<file path="src/inc/ofs_params.svh">
// constants of the oscillator frequency, trim and subsystem clock select block
`ifndef OFS_PARAMS_SVH
`define OFS_PARAMS_SVH

// ***************************************************************
// register byte addresses
// ***************************************************************
`define OFS_ADDR_SUBSEL 32'h4002_0407
`define OFS_ADDR_TIMER_SEL 32'h4002_0423
`define OFS_ADDR_TRIM 32'h4002_1c00
`define OFS_ADDR_DIV 32'h4002_1c20
`define OFS_ADDR_STATUS 32'h4002_1c24

// ***************************************************************
// field positions
// ***************************************************************
`define OFS_SUB_SRC_BIT 0
`define OFS_SLOW_FREQ_BIT 1
`define OFS_TIMER_SRC_BIT 4
`define OFS_STAT_BUSY_BIT 0

// ***************************************************************
// reset values, code limits and base frequency
// ***************************************************************
`define OFS_SUBSEL_RESET 8'h02
`define OFS_TIMER_SEL_RESET 8'h00
`define OFS_DIV_CODE_MAX 3'h5
`define OFS_BASE_FREQ_MHZ 32

// ***************************************************************
// frequency switch latencies, in clocks of the fast clock
// ***************************************************************
`define OFS_OLD_FREQ_MAX_CLKS 3
`define OFS_NEW_FREQ_WAIT_CLKS 3

`endif

</file>
<file path="src/inc/ofs_pkg.sv">
// types of the oscillator frequency, trim and subsystem clock select block
package ofs_pkg;

  typedef logic [2:0] ofs_div_code_t;
  typedef logic [5:0] ofs_trim_t;

  typedef enum logic [1:0] {
    SW_IDLE,
    SW_PEND,
    SW_SETTLE
  } ofs_sw_e;

endpackage

</file>
<file path="src/hdl/ofs_div_gen.sv">
// glitch-free divider that makes the fast internal clock from base ticks
`timescale 1ns/1ps
`include "ofs_params.svh"

module ofs_div_gen #(
  parameter int CNT_W = 6
) (
  input wire logic sys_clk_in,
  input wire logic reset_in,
  input wire logic base_tick_in,
  input wire logic [2:0] code_in,
  output logic clk_out,
  output logic busy_out,
  output logic [2:0] active_code_out
);

  localparam int OLD_MAX = `OFS_OLD_FREQ_MAX_CLKS;
  localparam int NEW_WAIT = `OFS_NEW_FREQ_WAIT_CLKS;

  ofs_pkg::ofs_sw_e state;
  logic [CNT_W-1:0] cnt;
  logic [CNT_W-1:0] next_cnt;
  logic [CNT_W-1:0] mask;
  logic [2:0] target;
  logic [1:0] edge_cnt;
  logic [2:0] old_edges;
  logic fall_point;
  logic rise_point;
  logic do_switch;

  // ***************************************************************
  // divider
  // ***************************************************************
  // one tick is half a base period, so code n gives 2^n ticks per phase
  assign mask = CNT_W'((2 << active_code_out) - 1);
  assign next_cnt = cnt + 1'b1;
  assign fall_point = base_tick_in && ((cnt & mask) == mask);
  assign rise_point = base_tick_in && !clk_out && next_cnt[active_code_out];
  assign do_switch = (state == ofs_pkg::SW_PEND) && fall_point;
  assign busy_out = (state != ofs_pkg::SW_IDLE);

  always_ff @(posedge sys_clk_in) begin
    if (reset_in) begin
      cnt <= '0;
      clk_out <= 1'b0;
    end else if (do_switch) begin
      // switch only where the old clock falls: no short pulse
      cnt <= '0;
      clk_out <= 1'b0;
    end else if (base_tick_in) begin
      cnt <= next_cnt;
      clk_out <= next_cnt[active_code_out];
    end
  end

  // ***************************************************************
  // switch sequence
  // ***************************************************************
  always_ff @(posedge sys_clk_in) begin
    if (reset_in) begin
      state <= ofs_pkg::SW_IDLE;
      active_code_out <= code_in;
      target <= code_in;
      edge_cnt <= 2'h0;
    end else begin
      case (state)
        ofs_pkg::SW_IDLE: begin
          if (code_in != active_code_out) begin
            target <= code_in;
            state <= ofs_pkg::SW_PEND;
          end
        end
        ofs_pkg::SW_PEND: begin
          // at most the rest of one old period elapses here
          if (fall_point) begin
            active_code_out <= target;
            edge_cnt <= 2'h0;
            state <= ofs_pkg::SW_SETTLE;
          end
        end
        ofs_pkg::SW_SETTLE: begin
          // settle for three new-frequency clocks
          if (rise_point) begin
            if (edge_cnt == 2'(NEW_WAIT - 1)) begin
              state <= ofs_pkg::SW_IDLE;
            end else begin
              edge_cnt <= edge_cnt + 2'h1;
            end
          end
        end
        default: begin
          state <= ofs_pkg::SW_IDLE;
        end
      endcase
    end
  end

  // ***************************************************************
  // checks
  // ***************************************************************
  always_ff @(posedge sys_clk_in) begin
    if (reset_in || state != ofs_pkg::SW_PEND) begin
      old_edges <= 3'h0;
    end else if (rise_point && old_edges != 3'h7) begin
      old_edges <= old_edges + 3'h1;
    end
  end
endmodule

</file>
<file path="src/hdl/ofs_top.sv">
// register block for fast oscillator divider and trim and slow clock select
`timescale 1ns/1ps
`include "ofs_params.svh"

module ofs_top #(
  parameter int ADDR_W = 32,
  parameter int CNT_W = 6
) (
  input wire logic sys_clk_in,
  input wire logic reset_in,
  input wire logic [ADDR_W-1:0] addr_in,
  input wire logic [7:0] wdata_in,
  input wire logic wr_in,
  input wire logic rd_in,
  output logic [7:0] rdata_out,
  input wire logic [2:0] option_freq_code_in,
  input wire logic [5:0] factory_trim_in,
  input wire logic fast_osc_base_clock_in,
  input wire logic external_sub_clock_in,
  input wire logic slow_internal_clock_in,
  output logic [2:0] fast_osc_divider_code_out,
  output logic [5:0] fast_osc_trim_code_out,
  output logic fast_internal_clock_out,
  output logic fast_switch_busy_out,
  output logic slow_osc_freq_select_out,
  output logic sub_clock_source_select_out,
  output logic subsystem_clock_out,
  output logic slow_clock_source_for_timers_out,
  output logic slow_osc_force_run_out,
  output logic timer_clock_out
);

  // ***************************************************************
  // decode
  // ***************************************************************
  localparam logic [ADDR_W-1:0] A_SUBSEL = ADDR_W'(`OFS_ADDR_SUBSEL);
  localparam logic [ADDR_W-1:0] A_TSEL = ADDR_W'(`OFS_ADDR_TIMER_SEL);
  localparam logic [ADDR_W-1:0] A_TRIM = ADDR_W'(`OFS_ADDR_TRIM);
  localparam logic [ADDR_W-1:0] A_DIV = ADDR_W'(`OFS_ADDR_DIV);
  localparam logic [ADDR_W-1:0] A_STAT = ADDR_W'(`OFS_ADDR_STATUS);

  ofs_pkg::ofs_div_code_t div_code;
  ofs_pkg::ofs_trim_t trim_code;
  logic slow_freq_sel;
  logic sub_src_sel;
  logic timer_src_sel;
  logic [2:0] active_code;
  logic switch_busy;
  logic fast_clk;
  logic wr_div;
  logic wr_trim;
  logic wr_subsel;
  logic wr_tsel;
  logic div_code_legal;
  logic [7:0] next_rdata;

  // 8-bit transfers only; byte lanes do not exist on this port
  assign wr_div = wr_in && (addr_in == A_DIV);
  assign wr_trim = wr_in && (addr_in == A_TRIM);
  assign wr_subsel = wr_in && (addr_in == A_SUBSEL);
  assign wr_tsel = wr_in && (addr_in == A_TSEL);
  assign div_code_legal = (wdata_in[2:0] <= `OFS_DIV_CODE_MAX);

  // ***************************************************************
  // divider code register
  // ***************************************************************
  // the strap is taken by the synchronous reset itself
  always_ff @(posedge sys_clk_in) begin
    if (reset_in) begin
      div_code <= option_freq_code_in;
    end else if (wr_div && div_code_legal) begin
      // prohibited codes 6 and 7 leave the old code in place
      div_code <= wdata_in[2:0];
    end
  end

  // ***************************************************************
  // trim register
  // ***************************************************************
  // factory value arrives on a port; it is not a fixed constant
  always_ff @(posedge sys_clk_in) begin
    if (reset_in) begin
      trim_code <= factory_trim_in;
    end else if (wr_trim) begin
      // code is monotonic: higher runs faster
      trim_code <= wdata_in[5:0];
    end
  end

  // ***************************************************************
  // subsystem clock select register
  // ***************************************************************
  always_ff @(posedge sys_clk_in) begin
    if (reset_in) begin
      // 32.768 kHz slow oscillator, external subsystem clock
      slow_freq_sel <= 1'(`OFS_SUBSEL_RESET >> `OFS_SLOW_FREQ_BIT);
      sub_src_sel <= 1'(`OFS_SUBSEL_RESET >> `OFS_SUB_SRC_BIT);
    end else if (wr_subsel) begin
      slow_freq_sel <= wdata_in[`OFS_SLOW_FREQ_BIT];
      sub_src_sel <= wdata_in[`OFS_SUB_SRC_BIT];
    end
  end

  // ***************************************************************
  // timer clock source register
  // ***************************************************************
  always_ff @(posedge sys_clk_in) begin
    if (reset_in) begin
      timer_src_sel <= 1'(`OFS_TIMER_SEL_RESET >> `OFS_TIMER_SRC_BIT);
    end else if (wr_tsel) begin
      timer_src_sel <= wdata_in[`OFS_TIMER_SRC_BIT];
    end
  end

  // ***************************************************************
  // read port
  // ***************************************************************
  always_comb begin
    next_rdata = 8'h00;
    case (addr_in)
      // unassigned bits stay zero in every word below
      A_DIV: begin
        next_rdata = {5'h00, div_code};
      end
      A_TRIM: begin
        next_rdata = {2'h0, trim_code};
      end
      A_SUBSEL: begin
        next_rdata[`OFS_SLOW_FREQ_BIT] = slow_freq_sel;
        next_rdata[`OFS_SUB_SRC_BIT] = sub_src_sel;
      end
      A_TSEL: begin
        next_rdata[`OFS_TIMER_SRC_BIT] = timer_src_sel;
      end
      A_STAT: begin
        next_rdata = {4'h0, active_code, switch_busy};
      end
      default: begin
        next_rdata = 8'h00;
      end
    endcase
  end

  // data stand only in the cycle after the read strobe
  always_ff @(posedge sys_clk_in) begin
    if (reset_in) begin
      rdata_out <= 8'h00;
    end else if (rd_in) begin
      rdata_out <= next_rdata;
    end else begin
      rdata_out <= 8'h00;
    end
  end

  // ***************************************************************
  // fast clock generation
  // ***************************************************************
  // base at 32 MHz divided by 2^code gives 32,16,8,4,2,1 MHz
  ofs_div_gen #(
    .CNT_W(CNT_W)
  ) u_div_gen (
    .sys_clk_in(sys_clk_in),
    .reset_in(reset_in),
    .base_tick_in(fast_osc_base_clock_in),
    .code_in(div_code),
    .clk_out(fast_clk),
    .busy_out(switch_busy),
    .active_code_out(active_code)
  );

  // ***************************************************************
  // outputs
  // ***************************************************************
  assign fast_osc_divider_code_out = div_code;
  // the analog trim moves the oscillator by roughly 0.05 percent a step
  assign fast_osc_trim_code_out = trim_code;
  assign fast_internal_clock_out = fast_clk;
  assign fast_switch_busy_out = switch_busy;
  assign slow_osc_freq_select_out = slow_freq_sel;
  assign sub_clock_source_select_out = sub_src_sel;
  assign slow_clock_source_for_timers_out = timer_src_sel;

  // mux outputs are registered so a select change cannot glitch them
  always_ff @(posedge sys_clk_in) begin
    if (reset_in) begin
      subsystem_clock_out <= 1'b0;
      timer_clock_out <= 1'b0;
      slow_osc_force_run_out <= 1'b0;
    end else begin
      // external when clear, slow oscillator when set
      subsystem_clock_out <= sub_src_sel ? slow_internal_clock_in :
                             external_sub_clock_in;
      // timers then run from the slow oscillator, which must run
      timer_clock_out <= timer_src_sel ? slow_internal_clock_in :
                         (sub_src_sel ? slow_internal_clock_in :
                          external_sub_clock_in);
      slow_osc_force_run_out <= timer_src_sel;
    end
  end
endmodule

</file>
<file path="config.mk">
export PLATFORM = sky130hd
export DESIGN_NAME = ofs_top
export DESIGN_NICKNAME = d
export VERILOG_FILES = /design/src/inc/ofs_pkg.sv /design/src/hdl/ofs_div_gen.sv /design/src/hdl/ofs_top.sv
export VERILOG_INCLUDE_DIRS = /design/src /design/src/inc
export SDC_FILE = /design/constraint.sdc
export NUM_CORES = 1
export LEC_CHECK = 0
export BUFFER_PORTS_ARGS = -buffer_cell sky130_fd_sc_hd__buf_4
export CAP_MARGIN = 20
export CORE_MARGIN = 8
export CORE_UTILIZATION = 44
export DETAILED_ROUTE_END_ITERATION = 10
export GPL_ROUTABILITY_DRIVEN = 0
export PLACE_DENSITY = 0.76
export SYNTH_ARGS = -nofsm -noshare
export SYNTH_HDL_FRONTEND = slang
export SYNTH_SLANG_ARGS = --single-unit
</file>
<file path="constraint.sdc">
create_clock -name sys_clk_in -period 2.4 [get_ports sys_clk_in]
set_input_delay 0.12 -clock sys_clk_in [delete_from_list [all_inputs] [get_ports sys_clk_in]]
set_output_delay 0.12 -clock sys_clk_in [all_outputs]
set_load 0.1 [all_outputs]
</file>
==> flow_metrics.env, run 1 <==
export IMPL_power_density_nw_per_um2=543
export IMPL_die_h_um=85.9
export IMPL_grt_pass1_vias=2088
export IMPL_vias_per_cell=5.24
export IMPL_ctsHtreeMaxLevel=2
export IMPL_hold_violations=0
export IMPL_clkTransAtPathRegs_ps=70
export IMPL_vias=1964
export IMPL_slew_viol_final=0
export IMPL_switching_share=0.319
export IMPL_dr_pass1_iters=4
export IMPL_grt_pass1_wl_mm=9.69
export IMPL_grt_usage=0.161
export IMPL_finalCriticalPeriod_ps=2390
export IMPL_irDropWorstVdd_v=0.000497
export IMPL_clk_latency_ps=280
export IMPL_multi_input_area_sq_um=1190
export IMPL_synth_warnings=0
export IMPL_synth_top_area_share=0.214
export IMPL_pwr_share_clk=0.272
export IMPL_dp_cells=366
export IMPL_power_frac_seq=0.456
export IMPL_hp_class="primary input to register"
export IMPL_detail_route_antenna_nets=0
export IMPL_timing_slew_headroom=0.607
export IMPL_synthCells=224
export IMPL_outcome="finished clean"
export IMPL_worst_path_max_fanout=6
export IMPL_internal_power_mw=1.10
export IMPL_nets=366
export IMPL_p_sw_mw=0.516
export IMPL_io_buffers=76
export IMPL_wirelength_mm=5.88
export IMPL_initial_utilization=0.455
export IMPL_drive_gt1_frac=0.403
export IMPL_fp_coreArea_sq_um=4720
export IMPL_fillers=404
export IMPL_synth_cell_types=57
export IMPL_holdBufCountCts=0
export IMPL_fin_skew_ps=4.73
export IMPL_routedWlPerCell_um=15.7
export IMPL_drc=0
export IMPL_max_cap_viol_count=0
export IMPL_final_seq_area_sq_um=911
export IMPL_grt_overflow=0
export IMPL_io_pins=81
export IMPL_critPathKind="register to register"
export IMPL_fin_cells=375
export IMPL_synth_seq_area_share=0.424
export IMPL_syn_area_per_cell_sq_um=9.60
export IMPL_arrival_ps=2620
export IMPL_die_x_um=85.9
export IMPL_antenna_found_initial=0
export IMPL_p_total_mw=1.62
export IMPL_endpoint_kind="register"
export IMPL_synthTopCellsByArea="dfxtp_1, edfxtp_1, mux2_2"
export IMPL_synth_top_area_cell="dfxtp_1"
export IMPL_critPathLaunchType="register"
export IMPL_rsz0062_at_grt="yes"
export IMPL_max_freq_mhz=418
export IMPL_grt_max_degree=32
export IMPL_cts_root_buf="clkbuf_8"
export IMPL_final_common_cell="buf_4"
export IMPL_cts_buffer_depth=2
export IMPL_hpwlAfterDp_mm=4.66
export IMPL_synth_edff_count=15
export IMPL_ys_flop_type="dfxtp_1"
export IMPL_insertedDiodeCount=0
export IMPL_ys_ff_latch=38
export IMPL_die_area_sq_um=7380
export IMPL_finalSetupViolations=0
export IMPL_fin_crit_sh=0.996
export IMPL_required_ps=2630
export IMPL_area_delta_synth_final_pct=38.6
export IMPL_syn_area_sq_um=2150
export IMPL_async_reset_ff_frac=0
export IMPL_cts_tree="done"
export IMPL_clock_sinks=38
export IMPL_tightest_slew_ps=581
export IMPL_cts_made_buffers=5
export IMPL_p_comb_frac=0.272
export IMPL_cellLeakagePower_nw=1.24
export IMPL_num_rows=25
export IMPL_drt_iter0_drc=81
export IMPL_final_cell_mix="buf_4, dfxtp_1, nand2_1"
==> worst paths after layout <==
path                                            startpoint                             to  slack [ps]  cells after the start
min reg2reg  slow_clock_source_for_timers_out$_SDFFE_PP0P_     timer_clock_out$_SDFF_PP0_         500                      1
min                                 slow_internal_clock_in     timer_clock_out$_SDFF_PP0_          90                      3
max reg2reg         u_div_gen.active_code_out[0]$_DFFE_PP_  u_div_gen.cnt[0]$_SDFFE_PP0P_           9                      8
max                 u_div_gen.active_code_out[0]$_DFFE_PP_  u_div_gen.cnt[0]$_SDFFE_PP0P_           9                      8
==> cell usage after synthesis, types with 2 or more instances <==
master    instances
inv_1            11
buf_4             2
or3_1             2
and3_1            3
nand2b_1          8
edfxtp_1         15
nor2_1           23
xnor2_1           6
or3b_2            2
a21oi_1           5
a22oi_1           3
buf_6             2
clkbuf_1          3
nor4_1            8
nand2_1          21
a311o_1           2
nor3b_1           3
xor2_1            4
a21boi_0          3
ha_1              3
nor2b_1           2
nor3_1            6
nand3_1           9
a21o_1            2
mux2i_1           3
o211ai_1          3
dfxtp_1          23
mux2_2           10
a22o_1            2
nand4_1           5
buf_2             4
==> logic make-up after synthesis <==
group,Yosys count,share of synthesized area
fa+ha+maj,3,0.0175
other cells,1,0.00174
mux,13,0.0664
xor+xnor,10,0.0407
flops,38,0.424
simple gates,105,0.277
buf+inv,23,0.0530
compound gates,31,0.120
==> critical path, cell delays in order (launching register included) <==
cell and delay, ps:
edfxtp_1 400, or3_4 430, ha_4 180, or4b_4 490, a31oi_4 240, nor4_4 70
or2_4 280, buf_12 150, nor2_2 90
==> what timing repair did <==
| item | in CTS | in global routing |
|---|---|---|
| setup buffers | 0 | 1 |
| pin swaps | 0 | 6 |
| gates cloned | 0 | 0 |
| resized for setup | 1 | 12 |
| setup endpoints to repair | 10 | 13 |
==> registers in the layout, summed over array words and instances, names as in the netlist, 2 cells and up <==
name / cells
u_div_gen.state: 2
rdata_out: 6
fast_osc_trim_code_out: 6
fast_osc_divider_code_out: 3
u_div_gen.edge_cnt: 2
u_div_gen.active_code_out: 3
u_div_gen.target: 3
u_div_gen.cnt: 6
==> through the flow <==
stage | hold slack (ps) | setup slack (ps) | util | setup TNS (ps) | cell area (sq um)
2_1_floorplan | 253 | -14.7 | - | -44.0 | 2180
3_3_place_gp | 380 | 21.2 | 0.601 | 0 | 2840
3_5_place_dp | 387 | -48.9 | 0.601 | -228 | 2840
4_1_cts | 91.0 | 10.7 | 0.621 | 0 | 2930
5_1_grt | 92.3 | -56.8 | 0.631 | -332 | 2980
6_report | 92.0 | 8.81 | 0.631 | 0 | 2980
==> power groups by stage <==
| stage | clock network [mW] | logic, mW | registers (mW) |
|---|---|---|---|
| after floorplan | 0 | 0.170 | 0.869 |
| after global placement | 0 | 0.422 | 0.748 |
| after detailed placement | 0 | 0.427 | 0.751 |
| after CTS | 0.449 | 0.429 | 0.737 |
| after global routing | 0.474 | 0.467 | 0.743 |
| final | 0.440 | 0.439 | 0.738 |
==> routing by layer <==
| layer | GRT usage | part of all wire | up-vias |
|---|---|---|---|
| li1 | - | - | 973 |
| met1 | 0.177 | 0.41 | 938 |
| met2 | 0.283 | 0.50 | 48 |
| met3 | 0.0688 | 0.082 | 5 |
| met4 | 0.0287 | 0.0046 | 0 |
| met5 | 0 | 0 | - |
==> layout make-up <==
cell class | count | area share
Inverter | 11 | 0.0139
Clock inverter | 2 | 0.00252
Clock buffer | 6 | 0.0277
Tap cell | 67 | 0.0281
Timing Repair Buffer | 87 | 0.223
Sequential cell | 38 | 0.306
Multi-Input combinational cell | 164 | 0.399
(Power assumes the default switching activity.)
==> run 2, diff against run 1 <==
ABC_AREA = 1   (was default)
CAP_MARGIN = 10   (was 20)
CORE_UTILIZATION = 46   (was 44)
PLACE_DENSITY = 0.77   (was 0.76)
SYNTH_HIERARCHICAL = 1   (was default)
==> flow_metrics.env, run 2 <==
export IMPL_r2r_end="u_div_gen/cnt[1]$_SDFFE_PP0P_"
export IMPL_busiest_layer="met2"
export IMPL_syn_area_per_cell_sq_um=6.95
export IMPL_path_cells="inv_1 -> nand2_1 -> inv_1 -> nand2_1 -> ha_1 -> o221ai_1 -> nor2_1 -> nand3_2 -> o21ai_2 -> buf_4 -> a211oi_1"
export IMPL_outcome="finished clean"
export IMPL_die_h_um=88.1
export IMPL_critPathKind="register to register"
export IMPL_synth_warnings=6
export IMPL_critPathLaunchType="register"
export IMPL_met2_usage=0.272
export IMPL_cts_buffer_depth=2
export IMPL_required_ps=2570
export IMPL_ys_flop_type="dfxtp_1"
export IMPL_io_buffers=76
export IMPL_drc=0
export IMPL_synth_top_area_share=0.193
export IMPL_synthCells=344
export IMPL_grt_pass1_vias=2190
export IMPL_ctsResizeCount=0
export IMPL_num_rows=26
export IMPL_drt_iter0_drc=93
export IMPL_endpoint_kind="register"
export IMPL_wirelength_mm=5.89
export IMPL_power_density_nw_per_um2=715
export IMPL_hpwlAfterDp_mm=4.86
export IMPL_synthTopCellsByArea="dfxtp_1, edfxtp_1, nand2_1"
export IMPL_fp_coreArea_sq_um=5070
export IMPL_synth_seq_area_share=0.381
export IMPL_clock_sinks=38
export IMPL_max_freq_mhz=479
export IMPL_irDropWorstVdd_v=0.000401
export IMPL_holdBufCountCts=0
export IMPL_yosys_top_cells_count="nand2_1, inv_1, nor2_1"
export IMPL_arrival_ps=2260
export IMPL_clk_latency_ps=290
export IMPL_cts_made_buffers=5
export IMPL_synth_edff_count=15
export IMPL_final_cell_mix="nand2_1, buf_4, inv_1"
export IMPL_grt_usage=0.159
export IMPL_setup_tns_ps=0
export IMPL_clkTransAtPathRegs_ps=80
export IMPL_post_place_ws_ps=319
export IMPL_cellLeakagePower_nw=1.55
export IMPL_yosysMostFrequentCell="nand2_1"
export IMPL_cts_tree="done"
export IMPL_grt_pass1_wl_mm=9.83
export IMPL_fin_skew_ps=7.12
export IMPL_detail_route_antenna_nets=0
export IMPL_slowest_delay_ps=540
export IMPL_final_common_cell="nand2_1"
export IMPL_setup_ws_ps=311
export IMPL_post_cts_buffers=0
export IMPL_min_to="timer_clock_out$_SDFF_PP0_"
export IMPL_nets=479
export IMPL_dr_pass1_iters=4
export IMPL_die_area_sq_um=7760
export IMPL_grt_overflow=0
export IMPL_grt_max_degree=18
export IMPL_hold_depth=2
export IMPL_use_met3=0.0553
export IMPL_timing_rr_start="u_div_gen/active_code_out[1]$_DFFE_PP_"
export IMPL_insertedDiodeCount=0
export IMPL_slew_viol_final=0
export IMPL_hold_start="slow_internal_clock_in"
export IMPL_io_pins=81
export IMPL_vias=2314
export IMPL_finalSetupViolations=0
export IMPL_routedWlPerCell_um=12.0
export IMPL_worst_path_max_fanout=8
export IMPL_area_delta_synth_final_pct=30.9
export IMPL_synth_top_area_cell="dfxtp_1"
export IMPL_reg2reg_depth=11
export IMPL_ys_ff_latch=38
export IMPL_grt_met1_usage=0.177
export IMPL_fillers=487
export IMPL_hold_slack_ps=57.0
export IMPL_syn_area_sq_um=2390
export IMPL_rsz0062_at_grt="no"
export IMPL_ctsHtreeMaxLevel=2
export IMPL_slowest_stage="edfxtp_1"
export IMPL_die_x_um=88.1
export IMPL_initial_utilization=0.471
export IMPL_drive_gt1_frac=0.271
export IMPL_hp_class="primary input to register"
export IMPL_antenna_found_initial=0
export IMPL_synth_cell_types=36
export IMPL_fin_crit_sh=0.870
export IMPL_vias_per_cell=4.71
export IMPL_r2r_slack_ps=310
export IMPL_max_cap_viol_count=0
export IMPL_finalCriticalPeriod_ps=2090
export IMPL_async_reset_ff_frac=0
export IMPL_hold_violations=0
export IMPL_cts_root_buf="clkbuf_8"
## run 2: cell types whose count changed in the layout (fill, tap and decap cells not counted), sizes merged, moves of 5 or more
cell / change
nand2b: -8
nor2: +23
o21ai: +6
nand3: +28
mux2: -10
nand2: +86
buf: -9
nor4: -9
inv: +46
nand4: +5
## run 2: how the worst max path moves through the flow
stage                                           start  depth (start not counted)                                     end  slack, ps
2_1_floorplan  u_div_gen/active_code_out[1]$_DFFE_PP_                         10  u_div_gen/active_code_out[0]$_DFFE_PP_        430
3_3_place_gp   u_div_gen/active_code_out[1]$_DFFE_PP_                         11           u_div_gen/cnt[4]$_SDFFE_PP0P_        370
3_5_place_dp   u_div_gen/active_code_out[1]$_DFFE_PP_                         11           u_div_gen/cnt[4]$_SDFFE_PP0P_        320
4_1_cts        u_div_gen/active_code_out[1]$_DFFE_PP_                         11           u_div_gen/cnt[1]$_SDFFE_PP0P_        310
5_1_grt        u_div_gen/active_code_out[1]$_DFFE_PP_                         11           u_div_gen/cnt[1]$_SDFFE_PP0P_        110
6_report       u_div_gen/active_code_out[1]$_DFFE_PP_                         11           u_div_gen/cnt[1]$_SDFFE_PP0P_        310
## run 2: routing by layer
layer	wire, um	part of all wire	vias to the layer above
met3	389	0.066	6
li1	-	-	1230
met5	0	0	-
met4	78	0.013	0
met2	2890	0.49	60
met1	2540	0.43	1018
## run 2: where the power goes
part | switching [mW] | internal, mW
clock network | 0.231 | 0.444
logic | 0.513 | 0.239
registers | 0.0580 | 0.753
total | 0.802 | 1.44
## run 2: cell families (layout without fill, tap and decap cells)
group	Yosys count	after routing	share of synthesized area
simple gates	210	210	0.412
other cells	1	2	0.00157
compound gates	20	20	0.0508
xor+xnor	4	4	0.0147
flops	38	38	0.381
buf+inv	68	144	0.125
fa+ha+maj	3	3	0.0157
## run 2: layout make-up
type	instances	area (sq um)	share of cell area
multi-input combinational	239	1190	0.379
sequential	38	911	0.291
timing repair buffer	78	586	0.187
inverter	58	218	0.0695
tap	70	87.6	0.0280
clock buffer	6	82.6	0.0264
clock inverter	2	60.1	0.0192
## run 2: critical path, delay by kind of cell (launching register included)
kind            cells  cell delay, ps
compound gates      3             370
fa+ha+maj           1             270
buf+inv             3             410
flops               1             540
simple gates        4             370
## run 2: metrics by stage
stage / util / cell area [sq um] / power (mW) / cells
floorplan: - / 2390 / 1.40 / 345
global placement: 0.589 / 2990 / 1.56 / 483
detailed placement: 0.589 / 2990 / 1.58 / 483
CTS: 0.617 / 3130 / 2.25 / 491
global route: 0.617 / 3130 / 2.36 / 491
finish: 0.617 / 3130 / 2.24 / 491
==> run 3, diff against run 2 <==
ABC_AREA = default   (was 1)
CORE_UTILIZATION = 45   (was 46)
PLACE_DENSITY = 0.76   (was 0.77)
==> flow_metrics.env, run 3 <==
export IMPL_critical_path_top_delay_family="simple AND/OR/NAND/NOR gates"
export IMPL_grt_max_degree=27
export IMPL_drc=0
export IMPL_max_freq_mhz=444
export IMPL_finalSetupViolations=0
export IMPL_clkTransAtPathRegs_ps=70
export IMPL_hold_start="slow_internal_clock_in"
export IMPL_p_sw_mw=0.524
export IMPL_io_buffers=76
export IMPL_cts_buffer_depth=2
export IMPL_vias=2042
export IMPL_routedLengthMet1_mm=2.37
export IMPL_synthCells=236
export IMPL_final_cell_mix="buf_4, nand2_1, dfxtp_1"
export IMPL_finalCriticalPeriod_ps=2250
export IMPL_critPathLaunchType="register"
export IMPL_power_density_nw_per_um2=600
export IMPL_die_area_sq_um=7510
export IMPL_holdBufCountCts=0
export IMPL_worst_path_max_fanout=10
export IMPL_fp_coreArea_sq_um=4790
export IMPL_io_pins=81
export IMPL_insertedDiodeCount=0
export IMPL_post_place_ws_ps=6.42
export IMPL_required_ps=2410
export IMPL_p_comb_frac=0.244
export IMPL_vias_per_cell=5.36
export IMPL_area_delta_synth_final_pct=34.0
export IMPL_rsz0062_at_grt="no"
export IMPL_crit_path_start="u_div_gen/active_code_out[2]$_DFFE_PP_"
export IMPL_hpwlAfterDp_mm=4.71
export IMPL_setup_tns_ps=0
export IMPL_ys_flop_type="dfxtp_1"
export IMPL_crit_buf_inv=0
export IMPL_grt_pass1_vias=2019
export IMPL_irDropWorstVdd_v=0.000352
export IMPL_dr_pass1_iters=4
export IMPL_initial_utilization=0.470
export IMPL_drive_gt1_frac=0.347
export IMPL_fin_crit_sh=0.938
export IMPL_synth_edff_count=15
export IMPL_cts_made_buffers=5
export IMPL_wirelength_mm=5.71
export IMPL_final_common_cell="buf_4"
export IMPL_endpoint_kind="register"
export IMPL_synth_top_area_cell="dfxtp_1"
export IMPL_synth_warnings=6
export IMPL_die_x_um=86.7
export IMPL_fillers=422
export IMPL_switching_share=0.290
export IMPL_pwr_share_clk=0.348
export IMPL_max_cap_viol_count=0
export IMPL_timing_rr_start="u_div_gen/active_code_out[2]$_DFFE_PP_"
export IMPL_tightest_slew_ps=675
export IMPL_fin_skew_ps=0.865
export IMPL_syn_area_sq_um=2250
export IMPL_ctsResizeCount=1
export IMPL_detail_route_antenna_nets=0
export IMPL_syn_area_per_cell_sq_um=9.53
export IMPL_dr_wl_met3_um=373
export IMPL_yosysMostFrequentCell="nand2_1"
export IMPL_ys_ff_latch=38
export IMPL_drt_iter0_drc=77
export IMPL_hp_class="primary input to register"
export IMPL_synth_top_area_share=0.205
export IMPL_critPathKind="register to register"
export IMPL_cellLeakagePower_nw=1.26
export IMPL_ctsHtreeMaxLevel=2
export IMPL_r2r_slack_ps=150
export IMPL_cts_root_buf="clkbuf_8"
export IMPL_nets=372
export IMPL_power_frac_seq=0.408
export IMPL_yosys_top_cells_count="nand2_1, dfxtp_1, nor2_1"
export IMPL_synth_cell_types=56
export IMPL_timing_slew_headroom=0.544
export IMPL_path_cells="or3_4 -> ha_2 -> or4b_1 -> a31o_2 -> nand4b_4 -> nand2b_2"
export IMPL_arrival_ps=2260
export IMPL_hold_violations=0
export IMPL_clk_latency_ps=280
export IMPL_slowest_stage="or4b_1"
export IMPL_highest_signal_layer="met4"
export IMPL_async_reset_ff_frac=0
export IMPL_outcome="finished clean"
export IMPL_wl_met2_mm=2.90
export IMPL_die_h_um=86.7
export IMPL_setup_ws_ps=148
export IMPL_clock_sinks=38
export IMPL_num_rows=25
export IMPL_slew_viol_final=0
export IMPL_cts_tree="done"
export IMPL_slowest_delay_ps=450
export IMPL_synth_seq_area_share=0.405
export IMPL_post_cts_buffers=0
export IMPL_grt_overflow=0
export IMPL_routedWlPerCell_um=15.0
export IMPL_internal_power_mw=1.28
export IMPL_grt_usage=0.154
export IMPL_grt_pass1_wl_mm=9.23
export IMPL_antenna_found_initial=0
export IMPL_synthTopCellsByArea="dfxtp_1, edfxtp_1, nand2_1"
-- run 3: cell types whose count changed after synthesis, sizes merged, moves of 5 or more --
cell	delta
nor4b	+5
nand4	-6
mux2i	+9
nor4	+8
mux2	+7
nor2b	+6
nand2b	+5
nand2	-79
nand3	-30
inv	-50
nor2	-25
-- run 3: power groups by stage --
stage               logic [mW]  registers [mW]  clock network (mW)
global placement         0.435           0.751                   0
CTS                      0.442           0.737               0.642
floorplan                0.180           0.870                   0
detailed placement       0.441           0.752                   0
finish                   0.441           0.737               0.630
global route             0.470           0.741               0.666
-- run 3: cells by family after synthesis --
family	count (synthesis)	share of synthesized area
simple gates	117	0.299
flops	38	0.405
compound gates	32	0.120
buf+inv	21	0.0490
mux	16	0.0768
xor+xnor	8	0.0312
fa+ha+maj	3	0.0167
other cells	1	0.00167
-- run 3: final timing paths --
kind / to / cells past startpoint
setup / recovery: u_div_gen/active_code_out[1]$_DFFE_PP_ / 6
hold / removal: timer_clock_out$_SDFF_PP0_ / 3
hold reg to reg: u_div_gen/state[0]$_SDFFE_PP0P_ / 1
setup reg to reg: u_div_gen/active_code_out[1]$_DFFE_PP_ / 6
-- run 3: routing by layer --
| layer | track usage | vias to the layer above |
|---|---|---|
| met4 | 0.0454 | 0 |
| met2 | 0.269 | 54 |
| met1 | 0.170 | 960 |
| met3 | 0.0558 | 8 |
| met5 | 0 | - |
| li1 | - | 1020 |
-- run 3: worst reg2reg max path: cells and delay by family, from the launching register on --
kind	cells	cell delay [ps]
AO/OA/AOI/OAI	1	270
adder cells (fa/ha/maj)	1	190
flip-flops	1	380
AND/OR/NAND/NOR	4	1130
-- run 3: metrics by stage --
stage	cells	hold slack (ps)	area, sq um	power [mW]	util
6_report	381	84.9	3010	1.81	0.630
5_1_grt	381	97.0	3010	1.88	0.630
4_1_cts	381	80.5	3010	1.82	0.630
3_5_place_dp	373	384	2880	1.19	0.601
3_3_place_gp	373	382	2880	1.19	0.601
2_1_floorplan	237	212	2250	1.05	-
-- run 3: cell type report --
type,instances,area (sq um),area share
clock inverters,3,63.8,0.0212
inverters,7,26.3,0.00872
flip-flops and latches,38,911,0.302
clock buffers,5,68.8,0.0228
well taps,67,83.8,0.0278
repair buffers,83,623,0.207
multi-input cells,178,1240,0.410
